[src/logic/fbd_params.svh]
// Constant values for the fourteen-bit instruction decoder
`ifndef FBD_PARAMS_SVH
`define FBD_PARAMS_SVH

`define FBD_IW            14
`define FBD_PFX_BYTE      2'h0
`define FBD_PFX_BIT       2'h1
`define FBD_PFX_LIT       2'h3
`define FBD_NIB_ADD_WITH_CARRY_OP    4'hd
`define FBD_NIB_SUBTRACT_WITH_BORROW_OP    4'hb
`define FBD_NIB_ASR       4'h7
`define FBD_NIB_RLEFT     4'hd
`define FBD_NIB_RRIGHT    4'hc
`define FBD_NIB_OR        4'h4
`define FBD_NIB_XOR       4'h6
`define FBD_NIB_DECSZ     4'hb
`define FBD_NIB_INCSZ     4'hf
`define FBD_NIB_ORLIT     4'h8
`define FBD_NIB_SUBLIT    4'hc
`define FBD_NIB_LDPCH     4'h1
`define FBD_NIB_XORLIT    4'ha
`define FBD_BIT_CLR       2'h0
`define FBD_BIT_SET       2'h1
`define FBD_BIT_TSTC      2'h2
`define FBD_BIT_TSTS      2'h3
`define FBD_DEST_POS      7
`define FBD_IND0_ADDR     7'h00
`define FBD_IND1_ADDR     7'h01
`define FBD_RST_READY     1'b1

`endif

[src/logic/fbd_pkg.sv]
// Types shared by the fourteen-bit instruction decoder
package fbd_pkg;

  typedef enum logic [4:0] {
    fbd_nop_op,
    add_with_carry_op,
    subtract_with_borrow_op,
    arith_shift_right_op,
    rotate_left_op,
    rotate_right_op,
    or_reg_op,
    exclusive_or_reg_op,
    decrement_skip_zero_op,
    increment_skip_zero_op,
    test_skip_if_clear_op,
    test_skip_if_set_op,
    bit_clear_op,
    bit_set_op,
    or_literal_op,
    literal_minus_acc_op,
    load_pc_high_op,
    exclusive_or_literal_op
  } fbd_op_t;

  typedef struct packed {
    fbd_op_t    op;
    logic [7:0] result;
    logic [6:0] addr;
    logic       wr_w;
    logic       wr_f;
    logic       c_upd;
    logic       dc_upd;
    logic       z_upd;
    logic       c;
    logic       dc;
    logic       z;
    logic       pch_wr;
    logic [6:0] pch;
    logic       skip;
  } fbd_exec_t;

endpackage
[src/logic/fbd_decoder.sv]
// Instruction decoder and single-cycle execute stage for 14-bit instruction words
//
// How it works
// - Prefix 11 nibble 1101 adds W, f and carry; sets C, DC, Z.
// - Prefix 11 nibble 1011 subtracts W and borrow from f; sets C, DC, Z.
// - Prefix 11 nibble 0111 shifts f right keeping sign; sets C, Z only.
// - Prefix 00 nibbles 1101/1100 rotate f left/right through carry; C only.
// - Prefix 00 nibble 0100 ORs W with f to destination; Z only.
// - Prefix 00 nibble 0110 XORs W with f; Z only, one cycle unless indirect with pointer MSB set.
// - Decrement/increment f, skip next when result zero; no flags change.
// - Bit test skips next instruction when selected f bit is zero.
// - Bit test set skips next instruction when selected f bit is one.
// - Prefix 11 nibble 1000 ORs literal into W; Z only.
// - Prefix 11 nibble 1100 computes literal minus W into W; C, DC, Z.
// - Prefix 11 nibble 0001 loads literal into PC high latch; no flags.
// - Exclusive-or literal with W into W; Z only, one cycle.
// - A taken skip costs two cycles; second cycle runs as NOP.
// - Indirect register access with pointer MSB set adds one cycle.
// - Bit clear clears bit b (0..7) of f at 7-bit address; no flags.
`timescale 1ns/1ps
`default_nettype none
`include "fbd_params.svh"

module fbd_decoder
  import fbd_pkg::*;
#(
  parameter int IW = `FBD_IW
) (
  input  wire logic          clk,
  input  wire logic          sys_rst,
  input  wire logic          instr_valid,
  input  wire logic [IW-1:0] instr,
  input  wire logic [7:0]    w_in,
  input  wire logic [7:0]    f_in,
  input  wire logic          carry_in,
  input  wire logic [1:0]    ptr_msb,
  output logic               instr_ready,
  output logic               exec_valid,
  output fbd_exec_t          exec_out
);

  ////////////////////////////////////////////////////////////////////////////
  // Arithmetic helpers

  // Returns {carry, digit carry, sum}; subtraction passes ~b, with carry-in 1 for the literal form and carry_in for borrow
  function automatic logic [9:0] fbd_add(input logic [7:0] a, input logic [7:0] b,
                                          input logic cin);
    logic [4:0] lo;
    logic [4:0] hi;
    lo = {1'b0, a[3:0]} + {1'b0, b[3:0]} + {4'h0, cin};
    hi = {1'b0, a[7:4]} + {1'b0, b[7:4]} + {4'h0, lo[4]};
    return {hi[4], lo[4], hi[3:0], lo[3:0]};
  endfunction

  function automatic logic fbd_is_zero(input logic [7:0] v);
    return v == 8'h00;
  endfunction

  ////////////////////////////////////////////////////////////////////////////
  // Decode and execute

  typedef enum logic [1:0] {ST_RUN, ST_DISCARD, ST_EXTRA} fbd_state_t;

  fbd_state_t state_r;
  fbd_state_t state_nxt;
  logic       ready_r;
  logic       ready_nxt;
  logic       valid_r;
  logic       valid_nxt;
  fbd_exec_t  exec_r;
  fbd_exec_t  exec_nxt;
  fbd_exec_t  dec;
  fbd_exec_t  held_r;
  fbd_exec_t  held_nxt;
  logic [1:0] pfx;
  logic [3:0] nib;
  logic [2:0] bsel;
  logic [9:0] sum;
  logic       indirect_slow;

  assign pfx  = instr[13:12];
  assign nib  = instr[11:8];
  assign bsel = instr[9:7];

  always_comb begin
    dec          = '0;
    dec.op       = fbd_nop_op;
    dec.addr     = instr[6:0];
    sum          = 10'h000;
    case (pfx)
      `FBD_PFX_BYTE: begin
        dec.wr_f = instr[`FBD_DEST_POS];
        dec.wr_w = ~instr[`FBD_DEST_POS];
        case (nib)
          `FBD_NIB_RLEFT: begin
            dec.op     = rotate_left_op;
            dec.result = {f_in[6:0], carry_in};
            dec.c      = f_in[7];
            dec.c_upd  = 1'b1;
          end
          `FBD_NIB_RRIGHT: begin
            dec.op     = rotate_right_op;
            dec.result = {carry_in, f_in[7:1]};
            dec.c      = f_in[0];
            dec.c_upd  = 1'b1;
          end
          `FBD_NIB_OR: begin
            dec.op     = or_reg_op;
            dec.result = w_in | f_in;
            dec.z_upd  = 1'b1;
          end
          `FBD_NIB_XOR: begin
            dec.op     = exclusive_or_reg_op;
            dec.result = w_in ^ f_in;
            dec.z_upd  = 1'b1;
          end
          `FBD_NIB_DECSZ: begin
            dec.op     = decrement_skip_zero_op;
            dec.result = f_in - 8'h01;
            dec.skip   = fbd_is_zero(dec.result);
          end
          `FBD_NIB_INCSZ: begin
            dec.op     = increment_skip_zero_op;
            dec.result = f_in + 8'h01;
            dec.skip   = fbd_is_zero(dec.result);
          end
          default: begin
            dec.wr_f = 1'b0;
            dec.wr_w = 1'b0;
          end
        endcase
      end
      `FBD_PFX_BIT: begin
        case (instr[11:10])
          `FBD_BIT_CLR: begin
            dec.op     = bit_clear_op;
            dec.result = f_in & ~(8'h01 << bsel);
            dec.wr_f   = 1'b1;
          end
          `FBD_BIT_SET: begin
            dec.op     = bit_set_op;
            dec.result = f_in | (8'h01 << bsel);
            dec.wr_f   = 1'b1;
          end
          `FBD_BIT_TSTC: begin
            dec.op   = test_skip_if_clear_op;
            dec.skip = ~f_in[bsel];
          end
          default: begin
            dec.op   = test_skip_if_set_op;
            dec.skip = f_in[bsel];
          end
        endcase
      end
      `FBD_PFX_LIT: begin
        case (nib)
          `FBD_NIB_ADD_WITH_CARRY_OP: begin
            dec.op = add_with_carry_op;
            sum    = fbd_add(w_in, f_in, carry_in);
          end
          `FBD_NIB_SUBTRACT_WITH_BORROW_OP: begin
            dec.op = subtract_with_borrow_op;
            sum    = fbd_add(f_in, ~w_in, carry_in);
          end
          `FBD_NIB_ASR: begin
            dec.op     = arith_shift_right_op;
            dec.result = {f_in[7], f_in[7:1]};
            dec.c      = f_in[0];
            dec.c_upd  = 1'b1;
            dec.z_upd  = 1'b1;
          end
          `FBD_NIB_ORLIT: begin
            dec.op     = or_literal_op;
            dec.result = w_in | instr[7:0];
            dec.z_upd  = 1'b1;
          end
          `FBD_NIB_SUBLIT: begin
            dec.op = literal_minus_acc_op;
            sum    = fbd_add(instr[7:0], ~w_in, 1'b1);
          end
          `FBD_NIB_LDPCH: begin
            dec.op     = load_pc_high_op;
            dec.pch_wr = 1'b1;
            dec.pch    = instr[6:0];
          end
          `FBD_NIB_XORLIT: begin
            dec.op     = exclusive_or_literal_op;
            dec.result = w_in ^ instr[7:0];
            dec.z_upd  = 1'b1;
          end
          default: dec.op = fbd_nop_op;
        endcase
        if (dec.op == add_with_carry_op || dec.op == subtract_with_borrow_op ||
            dec.op == literal_minus_acc_op) begin
          dec.result = sum[7:0];
          dec.c      = sum[9];
          dec.dc     = sum[8];
          dec.c_upd  = 1'b1;
          dec.dc_upd = 1'b1;
          dec.z_upd  = 1'b1;
        end
        if (dec.op == add_with_carry_op || dec.op == subtract_with_borrow_op ||
            dec.op == arith_shift_right_op) begin
          dec.wr_f = instr[`FBD_DEST_POS];
          dec.wr_w = ~instr[`FBD_DEST_POS];
        end else if (dec.op == or_literal_op || dec.op == literal_minus_acc_op ||
                     dec.op == exclusive_or_literal_op) begin
          dec.wr_w = 1'b1;
        end
      end
      default: dec.op = fbd_nop_op;
    endcase
    dec.z = fbd_is_zero(dec.result);
    if (!dec.z_upd) begin
      dec.z = 1'b0;
    end
  end

  // Literal forms carry no file address, so they never stretch
  assign indirect_slow = (dec.op != fbd_nop_op) && (dec.op != or_literal_op) &&
                         (dec.op != literal_minus_acc_op) && (dec.op != load_pc_high_op) &&
                         (dec.op != exclusive_or_literal_op) &&
                         ((instr[6:0] == `FBD_IND0_ADDR && ptr_msb[0]) ||
                          (instr[6:0] == `FBD_IND1_ADDR && ptr_msb[1]));

  ////////////////////////////////////////////////////////////////////////////
  // Sequencing

  always_comb begin
    state_nxt = state_r;
    ready_nxt = ready_r;
    valid_nxt = 1'b0;
    exec_nxt  = exec_r;
    held_nxt  = held_r;
    case (state_r)
      ST_RUN: begin
        if (instr_valid) begin
          if (indirect_slow) begin
            held_nxt  = dec;
            ready_nxt = 1'b0;
            state_nxt = ST_EXTRA;
          end else begin
            exec_nxt  = dec;
            valid_nxt = 1'b1;
            if (dec.skip) begin
              state_nxt = ST_DISCARD;
            end
          end
        end
      end
      ST_EXTRA: begin
        // Operands were sampled on the first cycle; this one only adds latency
        exec_nxt  = held_r;
        valid_nxt = 1'b1;
        ready_nxt = 1'b1;
        state_nxt = held_r.skip ? ST_DISCARD : ST_RUN;
      end
      ST_DISCARD: begin
        // Fetched word is dropped and this cycle runs as a NOP
        if (instr_valid) begin
          state_nxt = ST_RUN;
        end
      end
      default: state_nxt = ST_RUN;
    endcase
  end

  always_ff @(posedge clk) begin
    if (sys_rst) begin
      state_r <= ST_RUN;
      ready_r <= `FBD_RST_READY;
      valid_r <= 1'b0;
      exec_r  <= '0;
      held_r  <= '0;
    end else begin
      state_r <= state_nxt;
      ready_r <= ready_nxt;
      valid_r <= valid_nxt;
      exec_r  <= exec_nxt;
      held_r  <= held_nxt;
    end
  end

  assign instr_ready = ready_r;
  assign exec_valid  = valid_r;
  assign exec_out    = exec_r;

endmodule
`default_nettype wire

[config.mk]
export PLATFORM = sky130hd
export DESIGN_NAME = fbd_decoder
export DESIGN_NICKNAME = d
export VERILOG_FILES = /design/src/logic/fbd_pkg.sv /design/src/logic/fbd_decoder.sv
export VERILOG_INCLUDE_DIRS = /design/src /design/src/logic
export SDC_FILE = /design/constraint.sdc
export NUM_CORES = 1
export LEC_CHECK = 0
export ABC_CLOCK_PERIOD_IN_PS = 13700
export BUFFER_PORTS_ARGS = -buffer_cell sky130_fd_sc_hd__buf_2
export CORE_UTILIZATION = 60
export DETAILED_ROUTE_END_ITERATION = 8
export GPL_TIMING_DRIVEN = 0
export PLACE_DENSITY = 0.82
export SYNTH_ARGS = -nofsm -noshare
export SYNTH_HDL_FRONTEND = slang
export SYNTH_SLANG_ARGS = --single-unit
[constraint.sdc]
create_clock -name clk -period 13.7 [get_ports clk]
set_clock_uncertainty 0.2 [all_clocks]
set_input_delay 2.74 -clock clk [delete_from_list [all_inputs] [get_ports clk]]
set_output_delay 2.74 -clock clk [all_outputs]
set_load 0.03 [all_outputs]
==> flow_summary.yaml, run 1 <==
min_path:
  min_path_type: "flop to flop"
clock_tree:
  ctsHoldBuffers: 0
  cts_buffers: 9
  cts_tree: "done"
  cts-root-buf: "clkbuf_8"
  cts.sinks: 78
  post_cts_resized: 0
  ctsHtreeMaxLevel: 3
  cts_setup_buffers: 0
  clk_pin_slew_ns: 0.08
  cts_buffer_depth: 2
  clk_latency_ns: 0.35
global_route:
  track_usage_pct: 42.0
  grt_pass1_wl_mm: 35.6
  antenna_found_initial: 0
  overflow: 0
  grt_max_degree: 15
  first_global_vias: 6588
timing:
  setup_violations: 0
  rsz0062_at_grt: "no"
  min_period_ns: 7.27
  worst_pin_slew_ns: 0.751
  max_freq_mhz: 137
  post-route-period-util_pct: 53.1
  hold_viol: 0
  fin_tns_setup_ns: 0
  drv_slew: 0
  relSlewSlack_pct: 49.8
floorplan:
  rows: 36
  coreArea_um2: 9950
  die_w_um: 104
  chipHeight_um: 104
  start_util_pct: 63.0
  boundaryPins: 75
  design.die.area_um2: 10900
setup_path:
  critPathMaxStageDelay_ns: 0.51
  required_ns: 13.75
  worstSetupStartpointType: "input pin"
  critical_path.max_fanout: 10
  cpMaxStageDelayCell: "fa_1"
  crit_chain: "buf_2 -> clkbuf_1 -> inv_1 -> fa_1 -> fa_1 -> nor2_1 -> o21ai_0 -> nand2b_1 -> inv_1 -> fa_1 -> fa_1 -> inv_1 -> o22ai_1 -> a2bb2oi_1 -> a21boi_0 -> o22ai_1 -> nor4_2 -> nand4_1 -> a311oi_1"
  crit_type: "input pin to flop"
  worst_setup_path_end_kind: "flop"
  cp_data_arrival_time_ns: 7.33
  path_common_cell: "fa_1"
status:
  status: "finished clean"
placement:
  gp_congestion: 1.01
  dp_hpwl_mm: 17.4
  placed_area_um2: 6790
  io_buffers: 72
synthesis:
  syn_inst: 825
  async_reset_ff_share_pct: 0
  synth.net_count: 915
  synth_edf_count: 0
  syn-cell-area_um2: 6270
  ys_seq_area_share_pct: 24.9
  synth_flop_cell: "dfxtp_1"
  yosysWarnings: 0
  ys_ff_latch: 78
  syn_area_per_cell_um2: 7.60
  ys_types: 74
finish:
  syn_to_final_growth_pct: 12.1
  antenna_cells: 0
  nets: 998
  stdcell_area_um2: 7020
  final_cell_mix: "116 x nand2_1, 95 x buf_2, 91 x nor2_1, 78 x dfxtp_1, 66 x a21oi_1"
  fillCellCount: 804
  final_common_cell: "nand2_1"
  drive_gt1_share_pct: 14.5
  multiInputGateArea_um2: 4230
  register_area_um2: 1560
detailed_routing:
  post_drt_wl_per_cell_um: 21.7
  drcViolationCount: 0
  drtAntennaViolNets: 0
  via_per_inst: 6.64
  routed_wirelength_mm: 22.7
  num_vias: 6950
  dr.pass1.iters: 5
  drt_iter0_drc: 891
power:
  vdd_drop_max_v: 0.0000774
  cellPowerDensity_nw_per_um2: 86.0
  p_leak_uw: 0.00289
job:
  cap_viol_max_count: 0
-- per-layer routing --
metal  vias up  track usage (%)  part of all wire [%]
met5         -                0                     0
met4         0             11.9                   3.2
met3        87             12.1                    13
met2       561             65.4                    44
met1      3227             56.6                    40
li1       3075                -                     -
-- worst paths after layout --
kind | from | endpoint | slack [ns] | depth (start not counted)
max | f_in[0] | exec_out[9] | 6.43 | 19
min reg2reg | held_r[25] | held_r[25] | 0.26 | 2
min | held_r[25] | held_r[25] | 0.26 | 2
max reg2reg | state_r[1] | exec_out[31] | 11.26 | 6
-- worst max-delay path, delay by kind of cell --
family / cells / cell delay, ns
AND/OR/NAND/NOR: 4 / 0.72
AO/OA/AOI/OAI: 6 / 1.10
adder cells (fa/ha/maj): 4 / 1.84
buffers and inverters: 5 / 0.93
-- metrics by stage --
| stage | util (%) | setup WS (ns) | cells | hold slack, ns | total power [uW] |
|---|---|---|---|---|---|
| detailed placement | 68.3 | 6.21 | 1030 | 0.247 | 403 |
| global placement | 68.3 | 6.26 | 1030 | 0.236 | 399 |
| global route | 70.6 | 6.10 | 1046 | 0.273 | 623 |
| CTS | 70.6 | 6.57 | 1046 | 0.258 | 596 |
| finish | 70.6 | 6.43 | 1046 | 0.262 | 604 |
| floorplan | - | 7.09 | 825 | 0.229 | 351 |
-- report_power, final --
| group | leakage, uW | switching [uW] | internal, uW | total [uW] |
|---|---|---|---|---|
| Clock | 0.000110 | 90.0 | 109 | 199 |
| Sequential | 0.000635 | 3.71 | 233 | 237 |
| Combinational | 0.00215 | 111 | 57.2 | 168 |
-- synthesized netlist by cell type (17+ instances only) --
| cell | count | area [um2] |
|---|---|---|
| mux2i_1 | 18 | 180 |
| clkbuf_1 | 39 | 146 |
| a21oi_1 | 66 | 330 |
| dfxtp_1 | 78 | 1560 |
| nor2_1 | 91 | 342 |
| nand2_1 | 116 | 435 |
| o21ai_0 | 29 | 145 |
| buf_2 | 23 | 115 |
| a311oi_1 | 24 | 210 |
| and2_1 | 17 | 106 |
| ha_1 | 43 | 538 |
| inv_1 | 41 | 154 |
-- layout make-up --
type	instances	share of cell area, %
repair buffers	72	5.13
well taps	133	2.37
clock inverters	6	1.32
inverters	42	2.24
clock buffers	10	1.96
plain buffers	68	4.52
multi-input cells	637	60.2
flip-flops and latches	78	22.2
-- registers in the layout, summed over array words and instances, names as in the netlist --
name         flops
instr_ready      1
exec_valid       1
state_r          2
held_r          37
exec_out        37
-- kinds of logic (layout without fill, tap and decap cells) --
logic type                 Yosys count  after routing  synth area share [%]
muxes                               24             24                  4.31
adders and majority gates           54             54                  12.1
buffers and inverters              110            198                  7.59
DFF                                 78             78                  24.9
and+or+nand+nor                    313            313                  23.8
AOI/OAI and AO/OA                  223            223                  24.1
xor gates and xnor gates            23             23                  3.21
Note: power is estimated with default switching activity, not from simulation.
==> run 2: changes to the inputs <==
--- a/config.mk
+++ b/config.mk
@@ -6,12 +6,13 @@
 export SDC_FILE = /design/constraint.sdc
 export NUM_CORES = 1
 export LEC_CHECK = 0
-export ABC_CLOCK_PERIOD_IN_PS = 13700
+export ABC_AREA = 1
+export ABC_CLOCK_PERIOD_IN_PS = 6100
 export BUFFER_PORTS_ARGS = -buffer_cell sky130_fd_sc_hd__buf_2
-export CORE_UTILIZATION = 60
+export CORE_UTILIZATION = 54
 export DETAILED_ROUTE_END_ITERATION = 8
 export GPL_TIMING_DRIVEN = 0
-export PLACE_DENSITY = 0.82
+export PLACE_DENSITY = 0.78
 export SYNTH_ARGS = -nofsm -noshare
 export SYNTH_HDL_FRONTEND = slang
 export SYNTH_SLANG_ARGS = --single-unit
==> constraint.sdc (replaced) <==
create_clock -name clk -period 6.1 [get_ports clk]
set_clock_uncertainty 0.2 [all_clocks]
set_input_delay 1.22 -clock clk [delete_from_list [all_inputs] [get_ports clk]]
set_output_delay 1.22 -clock clk [all_outputs]
set_load 0.03 [all_outputs]
==> run 2 against run 1 <==
Total power is 130% higher. First-iteration DRC count down 35%. Flip-flop and latch count unchanged. Area after synthesis decreased by 2.2%. Combinational power increased by 93%. Clock-buffer cell count grew 3. Critical path type unchanged.
==> flow_summary.yaml, run 2 <==
finish:
  stdcell_area_um2: 6960
  multiInputGateArea_um2: 3950
  register_area_um2: 1560
  final_cell_mix: "232 x nand2_1, 120 x nor2_1, 85 x inv_1, 79 x buf_2, 78 x dfxtp_1"
  drive_gt1_share_pct: 12.9
  final_common_cell: "nand2_1"
  fillCellCount: 1082
  nets: 1128
  antenna_cells: 0
  syn_to_final_growth_pct: 13.5
clock_tree:
  cts_setup_buffers: 0
  post_cts_resized: 0
  ctsHoldBuffers: 0
  cts_buffers: 9
  cts_tree: "done"
  cts_buffer_depth: 2
  clk_latency_ns: 0.34
  cts.sinks: 78
  clk_pin_slew_ns: 0.06
  ctsHtreeMaxLevel: 3
  cts-root-buf: "clkbuf_16"
power:
  p_leak_uw: 0.00329
  vdd_drop_max_v: 0.000218
  cellPowerDensity_nw_per_um2: 199
synthesis:
  synth_edf_count: 0
  yosysWarnings: 0
  syn_inst: 955
  syn-cell-area_um2: 6130
  ys_types: 45
  synth_top_area_share_pct: 25.5
  async_reset_ff_share_pct: 0
  synth_largest_area_cell: "dfxtp_1"
  synthMostInstantiatedCell: "nand2_1"
  synth_common_cells: "232 x nand2_1, 120 x nor2_1, 85 x inv_1"
  synth_flop_cell: "dfxtp_1"
  syn_area_per_cell_um2: 6.42
  synth_area_leaders: "dfxtp_1 25%, nand2_1 14%, ha_1 8.8%"
  synth.net_count: 1045
  ys_ff_latch: 78
  ys_seq_area_share_pct: 25.5
detailed_routing:
  dr.max_layer_used: "met4"
  route.met2.wl_mm: 8.67
  drt_iter0_drc: 580
  drcViolationCount: 0
  post_drt_wl_per_cell_um: 15.5
  routed_wirelength_mm: 18.3
  drtAntennaViolNets: 0
  num_vias: 6633
  via_per_inst: 5.61
  wl_met1_mm: 7.92
  met3_length_mm: 1.15
  dr.pass1.iters: 5
placement:
  io_buffers: 72
  placed_area_um2: 6660
  dp_hpwl_mm: 14.3
  gp_congestion: 0.991
global_route:
  antenna_found_initial: 0
  track_usage_pct: 32.6
  first_global_vias: 5990
  grt_max_degree: 14
  overflow: 0
  grt_pass1_wl_mm: 29.7
setup_path:
  cp_num_buf_inv: 2
  cp_data_arrival_time_ns: 5.18
  cpMaxStageDelayCell: "o21ai_0"
  critical_path.max_fanout: 13
  path_common_cell: "fa_1"
  crit_type: "input pin to flop"
  crit_chain: "buf_2 -> inv_2 -> fa_1 -> fa_1 -> or2_2 -> nand2_1 -> a21oi_1 -> fa_1 -> fa_1 -> nor2_1 -> nor2_1 -> nor2_1 -> o21ai_0 -> nand3_1 -> a21oi_1 -> o21ai_0 -> nand3_1 -> nand2_1 -> nand2_1 -> a21oi_1"
  required_ns: 6.16
  worst_setup_path_end_kind: "flop"
  crit_family: "adder cells"
  worstSetupStartpointType: "input pin"
  critPathMaxStageDelay_ns: 0.48
timing:
  min_period_ns: 5.12
  relSlewSlack_pct: 54.4
  rsz0062_at_grt: "no"
  fin_tns_setup_ns: 0
  hold_viol: 0
  whs_ns: 0.237
  post-route-period-util_pct: 83.9
  drv_slew: 0
  worst_pin_slew_ns: 0.681
  setup_violations: 0
  max_freq_mhz: 195
floorplan:
  die_w_um: 109
  rows: 38
  start_util_pct: 56.0
  design.die.area_um2: 11800
  coreArea_um2: 10900
  boundaryPins: 75
  chipHeight_um: 109
job:
  cap_viol_max_count: 0
status:
  status: "finished clean"
min_path:
  min_path_type: "flop to flop"
run 2: path summary, 6_finish.rpt:
| kind | depth (start not counted) | to | from | slack, ns |
|---|---|---|---|---|
| max | 20 | exec_out[11] | f_in[0] | 0.98 |
| min | 2 | held_r[18] | held_r[18] | 0.24 |
| max reg2reg | 7 | exec_out[25] | state_r[1] | 3.92 |
| min reg2reg | 2 | held_r[18] | held_r[18] | 0.24 |
run 2: report_power, final:
group	switching, uW	leakage, uW	internal (uW)
registers	6.20	0.000634	524
clock network	204	0.000144	329
logic	222	0.00251	103
total	433	0.00329	955
run 2: final cells by class:
type / instances / share of cell area [%]
clock inverter: 3 / 0.629
sequential: 78 / 22.4
tap: 140 / 2.52
clock buffer: 13 / 3.60
inverter: 96 / 5.23
timing repair buffer: 72 / 5.18
buffer: 43 / 3.58
multi-input combinational: 738 / 56.8
run 2: cell families (layout without fill, tap and decap cells):
kind of cell,Yosys count,in the layout,share of synthesized area [%]
compound gates,186,186,16.4
xor+xnor,5,5,0.715
fa+ha+maj,54,54,12.4
buf+inv,139,227,10.0
flops,78,78,25.5
simple gates,493,493,35.0
run 2: layer usage:
metal / vias to the layer above / track usage (%)
li1: 3304 / -
met1: 2995 / 41.3
met2: 277 / 54.8
met3: 57 / 4.10
met4: 0 / 15.3
met5: - / 0
run 2: per-stage QoR:
stage	util, %	worst slack (ns)	std cells	total power, uW
6_report	63.6	0.982	1183	1390
3_5_place_dp	60.9	0.708	1167	860
5_1_grt	63.6	0.769	1183	1450
4_1_cts	63.6	1.05	1183	1380
3_3_place_gp	60.9	0.709	1167	856
2_1_floorplan	-	1.58	955	764
run 2: worst min-delay path: cells and delay by family (launching register included):
| family | cells | cell delay (ns) |
|---|---|---|
| flops | 1 | 0.29 |
| simple gates | 1 | 0.04 |
| buf+inv | 1 | 0.05 |
==> run 3: changes to the inputs <==
--- a/config.mk
+++ b/config.mk
@@ -6,8 +6,8 @@
 export SDC_FILE = /design/constraint.sdc
 export NUM_CORES = 1
 export LEC_CHECK = 0
-export ABC_AREA = 1
-export ABC_CLOCK_PERIOD_IN_PS = 6100
+export ABC_AREA = 0
+export ABC_CLOCK_PERIOD_IN_PS = 4100
 export BUFFER_PORTS_ARGS = -buffer_cell sky130_fd_sc_hd__buf_2
 export CORE_UTILIZATION = 54
 export DETAILED_ROUTE_END_ITERATION = 8
==> constraint.sdc (replaced) <==
create_clock -name clk -period 4.1 [get_ports clk]
set_clock_uncertainty 0.2 [all_clocks]
set_input_delay 0.82 -clock clk [delete_from_list [all_inputs] [get_ports clk]]
set_output_delay 0.82 -clock clk [all_outputs]
set_load 0.03 [all_outputs]
==> run 3 against run 2 <==
The flow now finishes with violations (setup timing). Highest routed layer unchanged. Clock power up 45%. Total power up 55%. First-iteration DRC count up 49%. Design area up 5.7%. Routed wire length up 18%. Utilization up 2.7 points. Critical path depth down 2. Combinational power up 82%. Largest power group is now registers. Critical path type unchanged. Sequential power up 49%. Critical endpoint is now exec_out[9].
==> flow_summary.yaml, run 3 (synthesis results as in run 1) <==
status:
  status: "finished, violations left"
  violations: "setup timing"
floorplan:
  die_w_um: 110
  start_util_pct: 56.6
  design.die.area_um2: 12000
  rows: 38
  boundaryPins: 75
  coreArea_um2: 11100
  chipHeight_um: 110
detailed_routing:
  dr.pass1.iters: 5
  drcViolationCount: 0
  drtAntennaViolNets: 0
  via_per_inst: 6.25
  drt_iter0_drc: 865
  post_drt_wl_per_cell_um: 20.4
  routed_wirelength_mm: 21.6
  num_vias: 6634
setup_path:
  path_common_cell: "fa_2"
  required_ns: 4.14
  cp_data_arrival_time_ns: 4.29
  critical_path.max_fanout: 2
  worstSetupStartpointType: "input pin"
  cpMaxStageDelayCell: "fa_1"
  worst_setup_path_end_kind: "flop"
  critPathMaxStageDelay_ns: 0.48
  crit_family: "adder cells"
  cp_num_buf_inv: 4
  crit_type: "input pin to flop"
  crit_chain: "buf_8 -> inv_6 -> fa_2 -> fa_2 -> nor2_2 -> o21ai_2 -> nand2b_1 -> inv_2 -> fa_2 -> fa_1 -> inv_1 -> o22ai_2 -> a2bb2oi_2 -> a21boi_2 -> o22ai_4 -> nor4_4 -> nand4_1 -> a311oi_2"
timing:
  whs_ns: 0.253
  timing.final.ws_setup_ns: -0.148
  post-route-period-util_pct: 104
  hold_viol: 0
  rsz0062_at_grt: "yes"
  fin_tns_setup_ns: -0.221
  max_freq_mhz: 235
  worst_pin_slew_ns: 0.931
  setup_violations: 3
  min_period_ns: 4.25
  drv_slew: 0
  relSlewSlack_pct: 37.4
finish:
  drive_gt1_share_pct: 18.1
  post-route-util_pct: 66.4
  stdcell_area_um2: 7350
  syn_to_final_growth_pct: 17.3
  antenna_cells: 0
  final_cell_mix: "116 x nand2_1, 91 x buf_2, 90 x nor2_1, 78 x dfxtp_1, 63 x a21oi_1"
  nets: 1006
  final_common_cell: "nand2_1"
clock_tree:
  cts-root-buf: "clkbuf_16"
  clk_pin_slew_ns: 0.06
  ctsHoldBuffers: 0
  ctsHtreeMaxLevel: 3
  cts_tree: "done"
  cts_buffer_depth: 2
  clk_latency_ns: 0.33
  cts_buffers: 9
  cts.sinks: 78
job:
  cap_viol_max_count: 0
placement:
  gp_congestion: 1.03
  placed_area_um2: 6840
  io_buffers: 72
  dp_hpwl_mm: 16.1
power:
  cellPowerDensity_nw_per_um2: 293
  vdd_drop_max_v: 0.000333
  p_leak_uw: 0.00301
global_route:
  grt_max_degree: 15
  overflow: 0
  first_global_vias: 5775
  grt_pass1_wl_mm: 32.5
  track_usage_pct: 36.5
  antenna_found_initial: 0
min_path:
  min_path_type: "flop to flop"
==> run 3: layout make-up <==
cell class | instances | area, um2
well taps | 140 | 175
fillers | 982 | 3730
inverters | 42 | 170
multi-input cells | 637 | 4360
flip-flops and latches | 78 | 1560
plain buffers | 65 | 324
clock inverters | 4 | 47.5
clock buffers | 12 | 236
repair buffers | 83 | 480
==> run 3: timing repair <==
action                                  CTS  global route
cloned                                    0             0
pin swaps                                13            16
gates resized for setup                  18            30
endpoints found under the setup margin    9            10
setup buffers                             7             4
hold endpoints to repair                  0             0
==> run 3: final timing paths <==
path	startpoint	end	slack [ns]	depth (start not counted)
worst min-delay path	held_r[29]	held_r[29]	0.25	2
worst max register to register	state_r[1]	exec_out[31]	1.71	6
worst min register to register	held_r[29]	held_r[29]	0.25	2
worst max-delay path	w_in[0]	exec_out[9]	-0.15	18
==> run 3: power by group <==
group / internal (uW) / leakage (uW) / total (uW) / switching, uW
logic: 215 / 0.00223 / 591 / 377
clock network: 470 / 0.000137 / 771 / 301
registers: 780 / 0.000635 / 791 / 10.8
==> run 3: worst min-delay path: cells and delay by family, from the launching register on <==
family / cells / cell delay, ns
simple gates: 1 / 0.05
compound gates: 1 / 0.05
flops: 1 / 0.30
==> run 3: routing by layer <==
metal,global-route usage (%),vias to the layer above,share of wire [%]
li1,-,3084,-
met1,53.3,3072,44
met2,51.8,424,42
met3,10.2,54,12
met4,9.81,0,2.5
met5,0,-,0
==> run 3: stage by stage <==
| step | cells | worst slack, ns | power (uW) |
|---|---|---|---|
| floorplan | 825 | -0.0902 | 1180 |
| CTS | 1058 | -0.263 | 2100 |
| global placement | 1037 | -0.749 | 1340 |
| finish | 1061 | -0.148 | 2150 |
| detailed placement | 1037 | -0.815 | 1340 |
| global route | 1061 | -0.283 | 2230 |
